**config.mk**
```make
export PLATFORM = sky130hd
export DESIGN_NAME = tarb_result_buffer
export DESIGN_NICKNAME = d
export VERILOG_FILES = /design/src/common/tarb_pkg.sv /design/src/verilog/tarb_fifo.sv /design/src/verilog/tarb_scan_seq.sv /design/src/verilog/tarb_result_buffer.sv
export VERILOG_INCLUDE_DIRS = /design/src /design/src/common
export SDC_FILE = /design/constraint.sdc
export NUM_CORES = 1
export LEC_CHECK = 0
export BUFFER_PORTS_ARGS = -buffer_cell sky130_fd_sc_hd__buf_4
export CORE_ASPECT_RATIO = 0.6
export CORE_UTILIZATION = 29
export DETAILED_ROUTE_END_ITERATION = 8
export HOLD_SLACK_MARGIN = 0.12
export PLACE_DENSITY_LB_ADDON = 0.1
export SYNTH_ARGS = -nofsm -noshare
export SYNTH_HDL_FRONTEND = slang
export SYNTH_SLANG_ARGS = --single-unit
export TNS_END_PERCENT = 50
```
**constraint.sdc**
```tcl
create_clock -name CLK_I -period 4.6 [get_ports CLK_I]
set_input_delay 0.23 -clock CLK_I [delete_from_list [all_inputs] [get_ports CLK_I]]
set_output_delay 0.23 -clock CLK_I [all_outputs]
set_load 0.05 [all_outputs]
```
**src/common/tarb_regs.svh**
```systemverilog
`ifndef TARB_REGS_SVH
`define TARB_REGS_SVH
// Result word layout
`define TARB_FULL_BIT 15
`define TARB_EMPTY_BIT 14
`define TARB_RSVD_BIT 13
`define TARB_TAG_BIT 12
`define TARB_RES_MSB 11
`define TARB_RES_W 12
`define TARB_DEPTH 64
// Reset image of the word: full clear, empty set
`define TARB_WORD_RESET 16'h4000
// Source tag encodings
`define TARB_TAG_ZERO 1'b0
`define TARB_TAG_ONE 1'b1
`endif

```
**src/common/tarb_pkg.sv**
```systemverilog
package tarb_pkg;
  // Converter sources
  typedef enum logic [2:0] {
    SRC_HORIZ,
    SRC_VERT,
    SRC_PRESSURE_FIRST,
    SRC_PRESSURE_SECOND,
    SRC_BATTERY_INPUT,
    SRC_FIRST_AUXILIARY_INPUT,
    SRC_SECOND_AUXILIARY_INPUT,
    SRC_TEMPERATURE
  } tarb_src_t;
  // Scan kinds
  typedef enum logic [2:0] {
    SCAN_XY,
    SCAN_XYZ,
    SCAN_Z,
    SCAN_AUTO_AUX,
    SCAN_PORT,
    SCAN_SINGLE
  } tarb_scan_t;
endpackage

```
**src/verilog/tarb_fifo.sv**
```systemverilog
`timescale 1ns/10ps
`default_nettype none
module tarb_fifo #(
  parameter int WIDTH = 13,
  parameter int DEPTH = 64
) (
  input wire logic clk_i,
  input wire logic rst_n_i,
  input wire logic ce_i,
  input wire logic in_valid_i,
  output logic in_ready_o,
  input wire logic [WIDTH-1:0] in_data_i,
  output logic out_valid_o,
  input wire logic out_ready_i,
  output logic [WIDTH-1:0] out_data_o,
  output logic full_o,
  output logic [$clog2(DEPTH):0] count_o
);
  localparam int AW = $clog2(DEPTH);
  logic [WIDTH-1:0] mem_q [DEPTH];
  logic [AW-1:0] wr_q;
  logic [AW-1:0] rd_q;
  logic [AW:0] cnt_q;
  wire do_push = in_valid_i && in_ready_o;
  wire do_pop = out_valid_o && out_ready_i;
  assign in_ready_o = (cnt_q != (AW+1)'(DEPTH));
  assign out_valid_o = (cnt_q != '0);
  assign out_data_o = mem_q[rd_q];
  assign full_o = !in_ready_o;
  assign count_o = cnt_q;
  always_ff @(posedge clk_i)
  begin
    if (ce_i && do_push)
      mem_q[wr_q] <= in_data_i;
  end
  always_ff @(posedge clk_i)
  begin
    if (!rst_n_i)
    begin
      wr_q <= '0;
      rd_q <= '0;
      cnt_q <= '0;
    end
    else if (ce_i)
    begin
      if (do_push)
        wr_q <= wr_q + AW'(1);
      if (do_pop)
        rd_q <= rd_q + AW'(1);
      cnt_q <= cnt_q + (AW+1)'(do_push) - (AW+1)'(do_pop);
    end
  end
endmodule // tarb_fifo
`default_nettype wire

```
**src/verilog/tarb_scan_seq.sv**
```systemverilog
`timescale 1ns/10ps
`default_nettype none
// Orders the results of one scan into the buffer
module tarb_scan_seq
  import tarb_pkg::*;
(
  input wire logic clk_i,
  input wire logic rst_n_i,
  input wire logic ce_i,
  input wire logic start_i,
  input wire tarb_scan_t scan_i,
  input wire logic [2:0] aux_sel_i,
  input wire tarb_src_t single_src_i,
  output logic busy_o,
  output tarb_src_t want_o,
  input wire logic step_i
);
  tarb_src_t list_q [4];
  logic [2:0] len_q;
  logic [2:0] idx_q;
  tarb_src_t l [4];
  logic [2:0] n;
  always_comb
  begin
    l[0] = SRC_VERT;
    l[1] = SRC_HORIZ;
    l[2] = SRC_PRESSURE_FIRST;
    l[3] = SRC_PRESSURE_SECOND;
    n = 3'd2;
    case (scan_i)
      SCAN_XY: n = 3'd2;
      SCAN_XYZ: n = 3'd4;
      SCAN_Z:
      begin
        l[0] = SRC_PRESSURE_FIRST;
        l[1] = SRC_PRESSURE_SECOND;
      end
      SCAN_AUTO_AUX:
      begin
        n = 3'd0;
        if (aux_sel_i[0])
        begin
          l[n[1:0]] = SRC_FIRST_AUXILIARY_INPUT;
          n = n + 3'd1;
        end
        if (aux_sel_i[1])
        begin
          l[n[1:0]] = SRC_SECOND_AUXILIARY_INPUT;
          n = n + 3'd1;
        end
        if (aux_sel_i[2])
        begin
          l[n[1:0]] = SRC_TEMPERATURE;
          n = n + 3'd1;
        end
      end
      SCAN_PORT:
      begin
        l[0] = SRC_BATTERY_INPUT;
        l[1] = SRC_FIRST_AUXILIARY_INPUT;
        l[2] = SRC_SECOND_AUXILIARY_INPUT;
        n = 3'd3;
      end
      SCAN_SINGLE:
      begin
        l[0] = single_src_i;
        n = 3'd1;
      end
      default: n = 3'd0;
    endcase
  end
  assign busy_o = (idx_q != len_q);
  assign want_o = list_q[idx_q[1:0]];
  always_ff @(posedge clk_i)
  begin
    if (!rst_n_i)
    begin
      len_q <= '0;
      idx_q <= '0;
      for (int i = 0; i < 4; i++)
        list_q[i] <= SRC_HORIZ;
    end
    else if (ce_i)
    begin
      if (!busy_o && start_i)
      begin
        list_q <= l;
        len_q <= n;
        idx_q <= '0;
      end
      else if (busy_o && step_i)
        idx_q <= idx_q + 3'd1;
    end
  end
endmodule // tarb_scan_seq
`default_nettype wire

```
**src/verilog/tarb_result_buffer.sv**
```systemverilog
// Functional notes
// - After reset the word reads full flag 0 and empty flag 1.
// - The word is read-only and host writes change nothing.
// - With buffer mode on, every finished result goes into the buffer unless all 64 entries are full.
// - Word layout is full 15, empty 14, reserved 13, tag 12, result 11..0.
// - Full is set one cycle after all 64 entries hold unread data, and clears in the word of any read.
// - Empty shows no unread data and is set in the word of the read taking the last entry.
// - Tag 0 marks horizontal, first pressure, battery or second auxiliary.
// - Tag 1 marks vertical, second pressure, first auxiliary or temperature.
// - A two-coordinate scan stores vertical then horizontal.
// - A full scan stores vertical, horizontal, first then second pressure; pressure-only stores first then second.
// - An auxiliary scan stores only selected inputs in order first, second auxiliary, temperature.
// - A port scan stores battery, first auxiliary, second auxiliary.
`include "tarb_regs.svh"
`timescale 1ns/10ps
`default_nettype none
module tarb_result_buffer
  import tarb_pkg::*;
#(
  parameter int DEPTH = `TARB_DEPTH,
  parameter int RES_W = `TARB_RES_W
) (
  input wire logic CLK_I,
  input wire logic RESETN_I,
  input wire logic CE_I,
  input wire logic BUFFER_MODE_I,
  input wire logic SCAN_START_I,
  input wire tarb_scan_t SCAN_KIND_I,
  input wire logic [2:0] AUX_SELECT_I,
  input wire tarb_src_t SINGLE_SRC_I,
  input wire logic CONV_DONE_I,
  input wire logic [RES_W-1:0] CONV_RESULT_I,
  input wire logic WORD_RD_I,
  input wire logic WORD_WR_I,
  input wire logic [15:0] WORD_WDATA_I,
  output logic [15:0] WORD_RDATA_O,
  output logic SCAN_BUSY_O,
  output tarb_src_t SCAN_WANT_O,
  output logic RESULT_DROPPED_O
);
  localparam int FW = RES_W + 1;
  localparam int CW = $clog2(DEPTH) + 1;
  localparam int WORD_W = 16;
  localparam int FULL_BIT = `TARB_FULL_BIT;
  localparam int EMPTY_BIT = `TARB_EMPTY_BIT;
  localparam int RSVD_BIT = `TARB_RSVD_BIT;
  localparam int TAG_BIT = `TARB_TAG_BIT;
  localparam int RES_MSB = `TARB_RES_MSB;

  // Tag follows from the source that the scan list names for this result
  function automatic logic tag_of(input tarb_src_t s);
    case (s)
      SRC_VERT, SRC_PRESSURE_SECOND, SRC_FIRST_AUXILIARY_INPUT, SRC_TEMPERATURE:
      begin
        tag_of = `TARB_TAG_ONE;
      end
      default:
      begin
        tag_of = `TARB_TAG_ZERO;
      end
    endcase
  endfunction

  function automatic logic count_is(input logic [CW-1:0] c, input int unsigned v);
    count_is = (c == CW'(v));
  endfunction

  // Whole word from two flags and one stored entry; the reserved bit reads 0
  function automatic logic [WORD_W-1:0] make_word(
    input logic full,
    input logic empty,
    input logic [FW-1:0] entry
  );
    logic [WORD_W-1:0] w;
    w = '0;
    w[FULL_BIT] = full;
    w[EMPTY_BIT] = empty;
    w[RSVD_BIT] = 1'b0;
    w[TAG_BIT] = entry[FW-1];
    w[RES_MSB:0] = entry[RES_W-1:0];
    make_word = w;
  endfunction

  wire seq_busy;
  tarb_src_t seq_want;

  wire fifo_in_ready;
  wire fifo_out_valid;
  wire [FW-1:0] fifo_out_data;
  wire [CW-1:0] fifo_count;

  // Scan order: each finished result takes the next source in the list
  wire step = CONV_DONE_I && seq_busy;
  wire push_req = step && BUFFER_MODE_I;
  wire push_tag = tag_of(seq_want);
  wire [FW-1:0] push_data = {push_tag, CONV_RESULT_I};
  wire push_ok = push_req && fifo_in_ready;
  // Full buffer: the result is lost, stored words untouched
  wire push_lost = push_req && !fifo_in_ready;

  // Host writes are not routed anywhere: the word has no write path
  wire host_write_ignored = WORD_WR_I;
  wire [WORD_W-1:0] host_wdata_ignored = WORD_WDATA_I;
  wire unused_host = host_write_ignored ^ (^host_wdata_ignored);

  wire pop_any = WORD_RD_I && fifo_out_valid;
  wire one_left = count_is(fifo_count, 1);
  wire at_capacity = count_is(fifo_count, DEPTH);
  // A push landing with the last pop keeps one entry, so empty stays clear
  wire last_read = pop_any && one_left && !push_ok;

  // Flags follow the buffer every cycle; the data field stands until the next read
  wire idle_full = at_capacity;
  wire idle_empty = !fifo_out_valid;
  wire read_full = 1'b0;
  wire read_empty = last_read;
  wire [FW-1:0] held_entry = {WORD_RDATA_O[TAG_BIT], WORD_RDATA_O[RES_MSB:0]};
  wire [WORD_W-1:0] word_on_read = make_word(read_full, read_empty, fifo_out_data);
  wire [WORD_W-1:0] word_on_idle = make_word(idle_full, idle_empty, held_entry);
  wire [WORD_W-1:0] word_d = pop_any ? word_on_read : word_on_idle;
  tarb_scan_seq u_seq (
    .clk_i(CLK_I),
    .rst_n_i(RESETN_I),
    .ce_i(CE_I),
    .start_i(SCAN_START_I),
    .scan_i(SCAN_KIND_I),
    .aux_sel_i(AUX_SELECT_I),
    .single_src_i(SINGLE_SRC_I),
    .busy_o(seq_busy),
    .want_o(seq_want),
    .step_i(step)
  );
  tarb_fifo #(
    .WIDTH(FW),
    .DEPTH(DEPTH)
  ) u_fifo (
    .clk_i(CLK_I),
    .rst_n_i(RESETN_I),
    .ce_i(CE_I),
    .in_valid_i(push_req),
    .in_ready_o(fifo_in_ready),
    .in_data_i(push_data),
    .out_valid_o(fifo_out_valid),
    .out_ready_i(pop_any),
    .out_data_o(fifo_out_data),
    .full_o(),
    .count_o(fifo_count)
  );

  always_ff @(posedge CLK_I)
  begin
    if (!RESETN_I)
    begin
      WORD_RDATA_O <= `TARB_WORD_RESET;
    end
    else if (CE_I)
    begin
      WORD_RDATA_O <= word_d;
    end
  end

  always_ff @(posedge CLK_I)
  begin
    if (!RESETN_I)
    begin
      SCAN_BUSY_O <= 1'b0;
    end
    else if (CE_I)
    begin
      SCAN_BUSY_O <= seq_busy;
    end
  end

  always_ff @(posedge CLK_I)
  begin
    if (!RESETN_I)
    begin
      SCAN_WANT_O <= SRC_HORIZ;
    end
    else if (CE_I)
    begin
      SCAN_WANT_O <= seq_want;
    end
  end

  always_ff @(posedge CLK_I)
  begin
    if (!RESETN_I)
    begin
      RESULT_DROPPED_O <= 1'b0;
    end
    else if (CE_I)
    begin
      RESULT_DROPPED_O <= push_lost;
    end
  end
endmodule // tarb_result_buffer
`default_nettype wire

```
==> out/metrics.cfg, run 1 <==
[clocking]
clkLatencyLatePin_ns=0.69
cts_resized=0
htree_num_levels=3
clock_path_buffers=3
cts_tree=built
postCtsHoldBufs=25
clkTransAtPathRegs_ns=0.07
cts_buffers=89
clock-sinks=893
post_cts_buffers=0
cts-root-buf=clkbuf_16

[pwr]
comb_power_share_pct=9.7
pwr_density_cell_nw_per_um2=446
p_leak_nw=12.8
pwr-share-clk_pct=41.2
ir_drop_uv=289
p_total_mw=18.4
power_frac_seq_pct=49.1
switching_share_pct=23.8
p_int_mw=14.0
power_switching_mw=4.38

[place]
numPortBuffers=47
hpwl_mm=60.7
place_congestion=0.779

[flow_run]
drv_cap=1

[die]
core.rowCount=98
dieHeight_um=271
start_util_pct=29.4
coreArea_um2=120000
die_w_um=451
die-area_um2=122000
pin_count=66

[logic_synthesis]
async_flop_share_pct=0
ys_seq_area_share_pct=74.7
avgSynthCellArea_um2=18.5
synthTopCellsByArea=edfxtp_1 71%, mux4_2 6.8%, dfxtp_1 3.5%
synth_edf_count=832
syn-num-nets=1960
ys.flop_type=edfxtp_1
syn_area_um2=35100
ys_ff_latch=893
synthesis.instances=1897
synthTopCellsByCount=832 x edfxtp_1, 113 x mux2i_1, 106 x mux4_2, 78 x a22o_1, 78 x nor2_1
synth_most_common_cell=edfxtp_1
yosysTopAreaCell=edfxtp_1
synth.distinct_cells=52
synth_top_area_share_pct=71.2
ys_warn_count=0

[grt]
grt_overflow_total=0
grt_pass1_wl_mm=141
grt_pass1_vias=18325
track_usage_pct=16.4
antenna_found_initial=11
grt_max_degree=105

[run_status]
violations=DRC, capacitance limit, slew limit
status=complete, but fails checks

[final_layout]
drive_above_1_share_pct=22.9
area_growth_pct=17.4
multi_input_area_um2=8330
final_nets=2126
fillCellCount=11279
seqCellArea_um2=26200

[setup_path]
critPathLaunchType=flip-flop
cp.required_ns=5.18
r2r-end=WORD_RDATA_O[0]$_SDFFE_PN0P_
reg2reg_slack_ns=1.06
cp-end-kind=flip-flop
cp_max_fo=50
critPathArrivalTime_ns=4.12
crit_type=flip-flop to flip-flop
worstRegToRegCells=7

[timing]
maxSlewViolCount=2
slew_headroom_pct=-4.54
fmax_ghz=0.282
fin_skew_ns=0.0327
setup_viol=0
layout_min_cycle_time_ns=3.54
finalHoldViolCount=0
tns_ns=0
final.period_utilization_pct=77.0
rsz0062_at_grt=no
tightestPinTransition_ns=1.53

[drt]
drt-total-wl_mm=101
drc_errors=2
firstDrtPassIters=8
vias=18216
vias_per_cell=4.87
drt_iter0_drc=1528
drtAntennaViolNets=0
avgRoutedWirePerCell_um=26.9

[hold_path]
hp-class=primary input to flip-flop
min_from=CONV_RESULT_I[7]
hold_depth=1
holdPathEnd=u_fifo.mem_q[42][7]$_DFFE_PP_

[state kept, by name, summed over array words and instances, names as in the netlist, named ones only]
name / count
u_fifo.mem_q: 832
WORD_RDATA_O: 15
u_seq.list_q: 10
u_fifo.count_o: 7
u_fifo.rd_q: 6
u_fifo.wr_q: 6
SCAN_WANT_O: 3
u_seq.idx_q: 3
u_seq.len_q: 3
RESULT_DROPPED_O: 1
SCAN_BUSY_O: 1
[stage by stage]
stage | area (µm²) | util, % | hold slack [ns] | std cells | setup WS, ns
3_5_place_dp | 37900 | 31.7 | 0.460 | 3547 | 1.11
5_1_grt | 41200 | 34.5 | 0.138 | 3740 | 0.894
3_3_place_gp | 37900 | 31.7 | 0.460 | 3547 | 0.879
2_1_floorplan | 35100 | - | 0.329 | 1897 | 1.79
6_report | 41200 | 34.5 | 0.113 | 3742 | 1.06
4_1_cts | 41200 | 34.5 | 0.149 | 3738 | 1.08
[cell families after synthesis]
group	Yosys count	share of synthesized area, %
compound gates	276	6.32
xor+xnor	19	0.474
fa+ha+maj	18	0.663
buf+inv	133	1.85
flops	893	74.7
mux	273	11.8
other cells	1	0.0107
simple gates	284	4.26
[critical path, stage by stage, from the launching register on]
cell and delay (ns):
dfxtp_4 0.94, buf_4 0.45, mux2i_1 0.12, a22o_1 0.32
a2111oi_1 1.05, buf_4 0.25, nor4_1 0.05, o221ai_1 0.17
[power by group through the flow]
stage                     clock network (mW)  registers, mW  logic [mW]
after detailed placement                   0           9.21        1.78
after global routing                    8.10           9.03        1.92
final                                   7.58           9.03        1.78
after floorplan                            0           9.24       0.996
after CTS                               7.79           9.03        1.81
after global placement                     0           9.20        1.77
[layout make-up]
class | instances | area share [%]
sequential | 893 | 63.6
multi-input combinational | 871 | 20.2
clock buffer | 113 | 5.90
tap | 1600 | 4.86
timing repair buffer | 193 | 3.85
clock inverter | 53 | 1.42
inverter | 15 | 0.137
antenna | 4 | 0.0243
[layout by cell type, fill, tap and decap left out, drive strengths merged, types with 34 or more instances in the layout]
cell / n
nand2: 36
edfxtp: 832
mux2: 54
nor2: 78
mux2i: 113
a211oi: 54
nor2b: 64
clkinv: 34
buf: 168
a22o: 78
a2111oi: 53
clkbuf: 113
mux4: 106
dfxtp: 61
[layer usage]
metal	part of all wire [%]	track usage (%)	wire [µm]
met4	1.9	4.03	1960
met2	42	23.5	42500
met5	0	0	0
met1	49	24.5	49000
met3	7.1	4.30	7180
[worst max-delay path by stage]
stage                                   startpoint                              to  slack, ns  cells after the start
detailed placement                       flip-flop   WORD_RDATA_O[11]$_SDFFE_PN0P_       1.11                      8
floorplan           u_fifo.count_o[5]$_SDFFE_PN0P_  u_fifo.count_o[6]$_SDFFE_PN0P_       1.79                     13
CTS                                      flip-flop   WORD_RDATA_O[11]$_SDFFE_PN0P_       1.08                      8
finish                                   flip-flop    WORD_RDATA_O[0]$_SDFFE_PN0P_       1.06                      7
global route                             flip-flop   WORD_RDATA_O[11]$_SDFFE_PN0P_       0.89                      8
global placement                         flip-flop    WORD_RDATA_O[0]$_SDFFE_PN0P_       0.88                      8
Note: power is estimated with default switching activity, not from simulation.
==> run 2, diff against run 1 <==
--- a/config.mk
+++ b/config.mk
@@ -6,6 +6,7 @@
 export SDC_FILE = /design/constraint.sdc
 export NUM_CORES = 1
 export LEC_CHECK = 0
+export ABC_AREA = 1
 export BUFFER_PORTS_ARGS = -buffer_cell sky130_fd_sc_hd__buf_4
 export CORE_ASPECT_RATIO = 0.6
 export CORE_UTILIZATION = 29
==> constraint.sdc (replaced) <==
create_clock -name CLK_I -period 3.25 [get_ports CLK_I]
set_input_delay 0.1625 -clock CLK_I [delete_from_list [all_inputs] [get_ports CLK_I]]
set_output_delay 0.1625 -clock CLK_I [all_outputs]
set_load 0.05 [all_outputs]
==> run 2 against run 1 <==
The flow now finishes without violations; total power grew 42%; setup slack lost 0.70 ns; highest routed layer unchanged; sequential power is 42% higher; sequential share of layout area decreased by 2.0 points; routed wire length is 15% higher; register-to-register slack worse by 0.70 ns; largest cell class unchanged; largest power group unchanged.
==> out/metrics.cfg, run 2 <==
[final_layout]
top_regs=u_fifo.mem_q: 832 flops, WORD_RDATA_O: 15 flops, u_seq.list_q: 10 flops
largest_register_ffs=832
final_util_pct=34.2
final_cell_mix=1006 x nand2_1, 832 x edfxtp_1, 783 x nand3_1
area_growth_pct=16.4
final_nets=3360
fillCellCount=12368
finalNonFillerCells=5056
largest-register=u_fifo.mem_q
drive_above_1_share_pct=10.0
final_common_cell=nand2_1
final_area_um2=42500

[logic_synthesis]
yosysTopAreaCell=edfxtp_1
ys_warn_count=0
ys.flop_type=edfxtp_1
ys_ff_latch=893
synthAdderAreaFrac_pct=0.637
synth_edf_count=832
synthXorXnorAreaFrac_pct=0.212
synth_top_family_by_area=simple AND/OR/NAND/NOR gates
synthTopCellsByCount=1006 x nand2_1, 832 x edfxtp_1, 783 x nand3_1, 107 x buf_2, 90 x nor2_1
avgSynthCellArea_um2=11.4
synth.distinct_cells=40
yosys.area_share.simple_pct=22.7
async_flop_share_pct=0
ys_seq_area_share_pct=71.7
synthesis.instances=3198
synthTopCellsByArea=edfxtp_1 68%, nand3_1 11%, nand2_1 10%
synth-compound-area-share_pct=1.52
synth_top_area_share_pct=68.4
synth_most_common_cell=nand2_1
synthMuxAreaShare_pct=0
syn-num-nets=3261
syn_area_um2=36500

[clocking]
clkTransAtPathRegs_ns=0.06
htree_num_levels=3
cts-root-buf=clkbuf_16
cts_tree=built
cts_buffers=89
cts_resized=0
clock-sinks=893
clock_path_buffers=3
clkLatencyLatePin_ns=0.70

[grt]
grt_overflow_total=0
grt_pass1_vias=23584
antenna_found_initial=6
grt_max_degree=116
grt_pass1_wl_mm=169
track_usage_pct=18.2

[drt]
drt_iter0_drc=2516
firstDrtPassIters=6
vias_per_cell=4.84
drtAntennaViolNets=0
avgRoutedWirePerCell_um=22.8
drt-total-wl_mm=115
vias=24458
drc_errors=0

[timing]
tns_ns=0
fin_skew_ns=0.0262
layout_min_cycle_time_ns=2.89
tightestPinTransition_ns=1.02
maxSlewViolCount=0
rsz0062_at_grt=no
finalHoldViolCount=0
slew_headroom_pct=32.0
layout_setup_ws_ns=0.361
whs_ns=0.141
final.period_utilization_pct=88.9
setup_viol=0
fmax_ghz=0.346

[place]
place_congestion=0.836
post_dp_cell_area_um2=39400
place_ws_ns=0.333
numPortBuffers=47
hpwl_mm=69.3
dpl.cell_count=4859

[pwr]
p_total_mw=26.2
p_leak_nw=15.1
pwr_density_cell_nw_per_um2=616
ir_drop_uv=372

[die]
coreArea_um2=124000
die-area_um2=127000
die_w_um=460
pin_count=66
start_util_pct=29.3
dieHeight_um=277
core.rowCount=100

[setup_path]
cp.required_ns=3.62
critPathLaunchType=flip-flop
cp_max_fo=13
crit_type=flip-flop to flip-flop
cp-end-kind=flip-flop
critPathArrivalTime_ns=3.26

[run_status]
status=finished clean

[hold_path]
hp-class=primary input to flip-flop

[flow_run]
drv_cap=0

run 2: final timing paths:
check	from	to	slack, ns	depth (start not counted)
worst min-delay path	CONV_RESULT_I[0]	u_fifo.mem_q[54][0]$_DFFE_PP_	0.14	1
worst min register to register	u_seq.list_q[10]$_SDFFE_PN0P_	u_seq.list_q[10]$_SDFFE_PN0P_	0.46	2
worst max-delay path	u_seq.idx_q[0]$_SDFFE_PN0P_	u_fifo.mem_q[31][7]$_DFFE_PP_	0.36	10
worst max register to register	u_seq.idx_q[0]$_SDFFE_PN0P_	u_fifo.mem_q[31][7]$_DFFE_PP_	0.36	10
run 2: cells by family (layout without fill, tap and decap cells):
logic type      after synthesis  in the layout
compound gates               99             99
xor+xnor                      8              8
fa+ha+maj                    18             18
buf+inv                     271            442
flops                       893            893
other cells                   1              5
simple gates               1908           1908
run 2: final cells by class:
class / count / area (µm²) / share of cell area [%]
tap: 1683 / 2110 / 4.95
multi-input combinational: 2034 / 9200 / 21.6
clock inverter: 63 / 574 / 1.35
sequential: 893 / 26200 / 61.6
timing repair buffer: 204 / 1840 / 4.34
antenna: 4 / 10.0 / 0.0235
clock buffer: 100 / 2290 / 5.38
inverter: 75 / 297 / 0.697
run 2: repair_timing:
action                     CTS  global route
hold buffers                29             1
buffers inserted             0             0
hold endpoints to repair   154             8
setup endpoints to repair    0             0
run 2: routing by layer:
metal | share of wire, % | GRT usage, % | up-vias
met5 | 0 | 0 | -
met3 | 6.4 | 3.42 | 121
met2 | 39 | 24.3 | 690
met4 | 1.9 | 4.06 | 0
met1 | 52 | 29.5 | 12224
li1 | - | - | 11423
run 2: worst max-delay path, stage by stage (launching register included):
cell     delay [ns]
dfxtp_1        0.56
xnor2_1        0.16
nand3_2        0.12
nand2_1        0.07
nor2_2         0.16
nand2_2        0.11
nor2_4         0.13
buf_4          0.23
nand2_1        0.39
nor2_1         0.32
buf_4          0.30
run 2: report_power, final:
part / switching, mW / internal, mW
clock network: 4.59 / 5.87
registers: 0.0766 / 12.7
logic: 2.19 / 0.794
==> run 3, diff against run 2 <==
--- a/config.mk
+++ b/config.mk
@@ -10,6 +10,7 @@
 export BUFFER_PORTS_ARGS = -buffer_cell sky130_fd_sc_hd__buf_4
 export CORE_ASPECT_RATIO = 0.6
 export CORE_UTILIZATION = 29
+export CTS_BUF_LIST = sky130_fd_sc_hd__clkbuf_8
 export DETAILED_ROUTE_END_ITERATION = 8
 export HOLD_SLACK_MARGIN = 0.12
 export PLACE_DENSITY_LB_ADDON = 0.1
==> run 3 against run 2 <==
Clock power is 13% lower; routed wire length is 0.62% higher; die area stayed put; combinational power hardly changed; non-clock buffer count is 10 higher; total power is 5.0% lower; sequential share of layout area is 0.21 points higher; sequential power hardly changed; design area is 0.34% lower; critical path type unchanged; critical endpoint unchanged; largest cell class unchanged; largest power group unchanged.
==> out/metrics.cfg, run 3 (synthesis gave the netlist of run 2 again) <==
[timing]
slew_headroom_pct=30.8
rsz0062_at_grt=no
fmax_ghz=0.342
tightestPinTransition_ns=1.04
maxSlewViolCount=0
final.period_utilization_pct=89.9
layout_min_cycle_time_ns=2.92
fin_skew_ns=0.0346
finalHoldViolCount=0
tns_ns=0
setup_viol=0

[pwr]
p_leak_nw=15.3
pwr_density_cell_nw_per_um2=587
ir_drop_uv=387

[place]
place_congestion=0.836
hpwl_mm=69.3
numPortBuffers=47

[clocking]
htree_num_levels=4
clock_path_buffers=3
clock-sinks=893
cts_buffers=145
postCtsHoldBufs=40
cts_tree=built
cts_resized=0
post_cts_buffers=0
clkTransAtPathRegs_ns=0.06
cts-root-buf=clkbuf_8
clkLatencyLatePin_ns=0.85

[hold_path]
min_from=CE_I
hold_depth=4
hp-class=primary input to flip-flop

[setup_path]
cp.required_ns=3.77
cp_max_fo=13
critPathLaunchType=flip-flop
crit_type=flip-flop to flip-flop
worstRegToRegCells=10
worstSetupStartpoint=u_seq.idx_q[0]$_SDFFE_PN0P_
rr_startpoint=u_seq.idx_q[0]$_SDFFE_PN0P_
cp-end-kind=flip-flop
critPathArrivalTime_ns=3.44

[die]
dieHeight_um=277
die_w_um=460
die-area_um2=127000
start_util_pct=29.3
coreArea_um2=124000
pin_count=66
core.rowCount=100

[grt]
antenna_found_initial=7
grt_overflow_total=0
grt_max_degree=116
grt_pass1_vias=24302
grt_pass1_wl_mm=169
track_usage_pct=18.4

[drt]
drt-total-wl_mm=116
avgRoutedWirePerCell_um=22.5
drt_iter0_drc=2379
firstDrtPassIters=6
vias_per_cell=4.80
vias=24763
drc_errors=0
drtAntennaViolNets=0

[final_layout]
drive_above_1_share_pct=11.0
top_regs=u_fifo.mem_q: 832 flops, WORD_RDATA_O: 15 flops, u_seq.list_q: 10 flops
final_common_cell=nand2_1
final_cell_mix=1006 x nand2_1, 832 x edfxtp_1, 783 x nand3_1
final_nets=3426
largest-register=u_fifo.mem_q
fillCellCount=12440
largest_register_ffs=832
area_growth_pct=16.0
final_util_pct=34.0

[run_status]
status=finished clean

[flow_run]
drv_cap=0

==> run 3: cell types whose count changed in the layout (fill, tap and decap cells not counted), moves of 3 or more <==
cell,previous run,this run
clkbuf_1,10,0
clkinv_2,29,16
clkinv_1,18,25
inv_1,69,118
bufinv_16,10,0
clkbuf_8,0,161
dlygate4sd3_1,30,40
diode_2,4,7
clkbuf_16,90,0
==> run 3: final timing paths <==
check | end | slack (ns)
max | u_fifo.mem_q[31][7]$_DFFE_PP_ | 0.33
min | u_fifo.count_o[6]$_SDFFE_PN0P_ | 0.22
max reg2reg | u_fifo.mem_q[31][7]$_DFFE_PP_ | 0.33
min reg2reg | u_seq.list_q[10]$_SDFFE_PN0P_ | 0.46
==> run 3: power breakdown <==
group          internal [mW]  switching (mW)
clock                   4.52            4.60
combinational          0.800            2.19
sequential              12.7          0.0766
==> run 3: metrics by stage <==
stage                     instance area (µm²)  instances  power, mW  hold WS (ns)  setup slack [ns]
after floorplan                         36500       3198       14.7         0.261             0.189
after global placement                  39400       4859       16.0         0.447             0.239
after detailed placement                39400       4859       16.0         0.451             0.333
after CTS                               42400       5154       25.2         0.122             0.339
after global routing                    42400       5156       26.0         0.187            0.0818
final                                   42400       5161       24.9         0.222             0.329
==> run 3: final cells by class <==
cell class	count	area (µm²)	share of cell area (%)
Antenna cell	7	17.5	0.0413
Multi-Input combinational cell	2034	9200	21.7
Clock buffer	161	2220	5.23
Sequential cell	893	26200	61.9
Inverter	75	297	0.700
Timing Repair Buffer	214	1940	4.59
Clock inverter	94	394	0.930
Tap cell	1683	2110	4.97
==> run 3: routing by layer <==
| layer | track usage, % | up-vias | share of wire (%) |
|---|---|---|---|
| met2 | 24.1 | 768 | 39 |
| met3 | 4.19 | 166 | 7.9 |
| met5 | 0 | - | 0 |
| met4 | 5.96 | 0 | 2.4 |
| li1 | - | 11588 | - |
| met1 | 29.1 | 12241 | 51 |
==> run 3: worst max-delay path, stage by stage, from the launching register on <==
cell     delay [ns]
dfxtp_1        0.57
xnor2_1        0.16
nand3_2        0.12
nand2_1        0.06
nor2_2         0.17
nand2_2        0.11
nor2_4         0.14
buf_4          0.23
nand2_1        0.37
nor2_1         0.33
buf_4          0.30
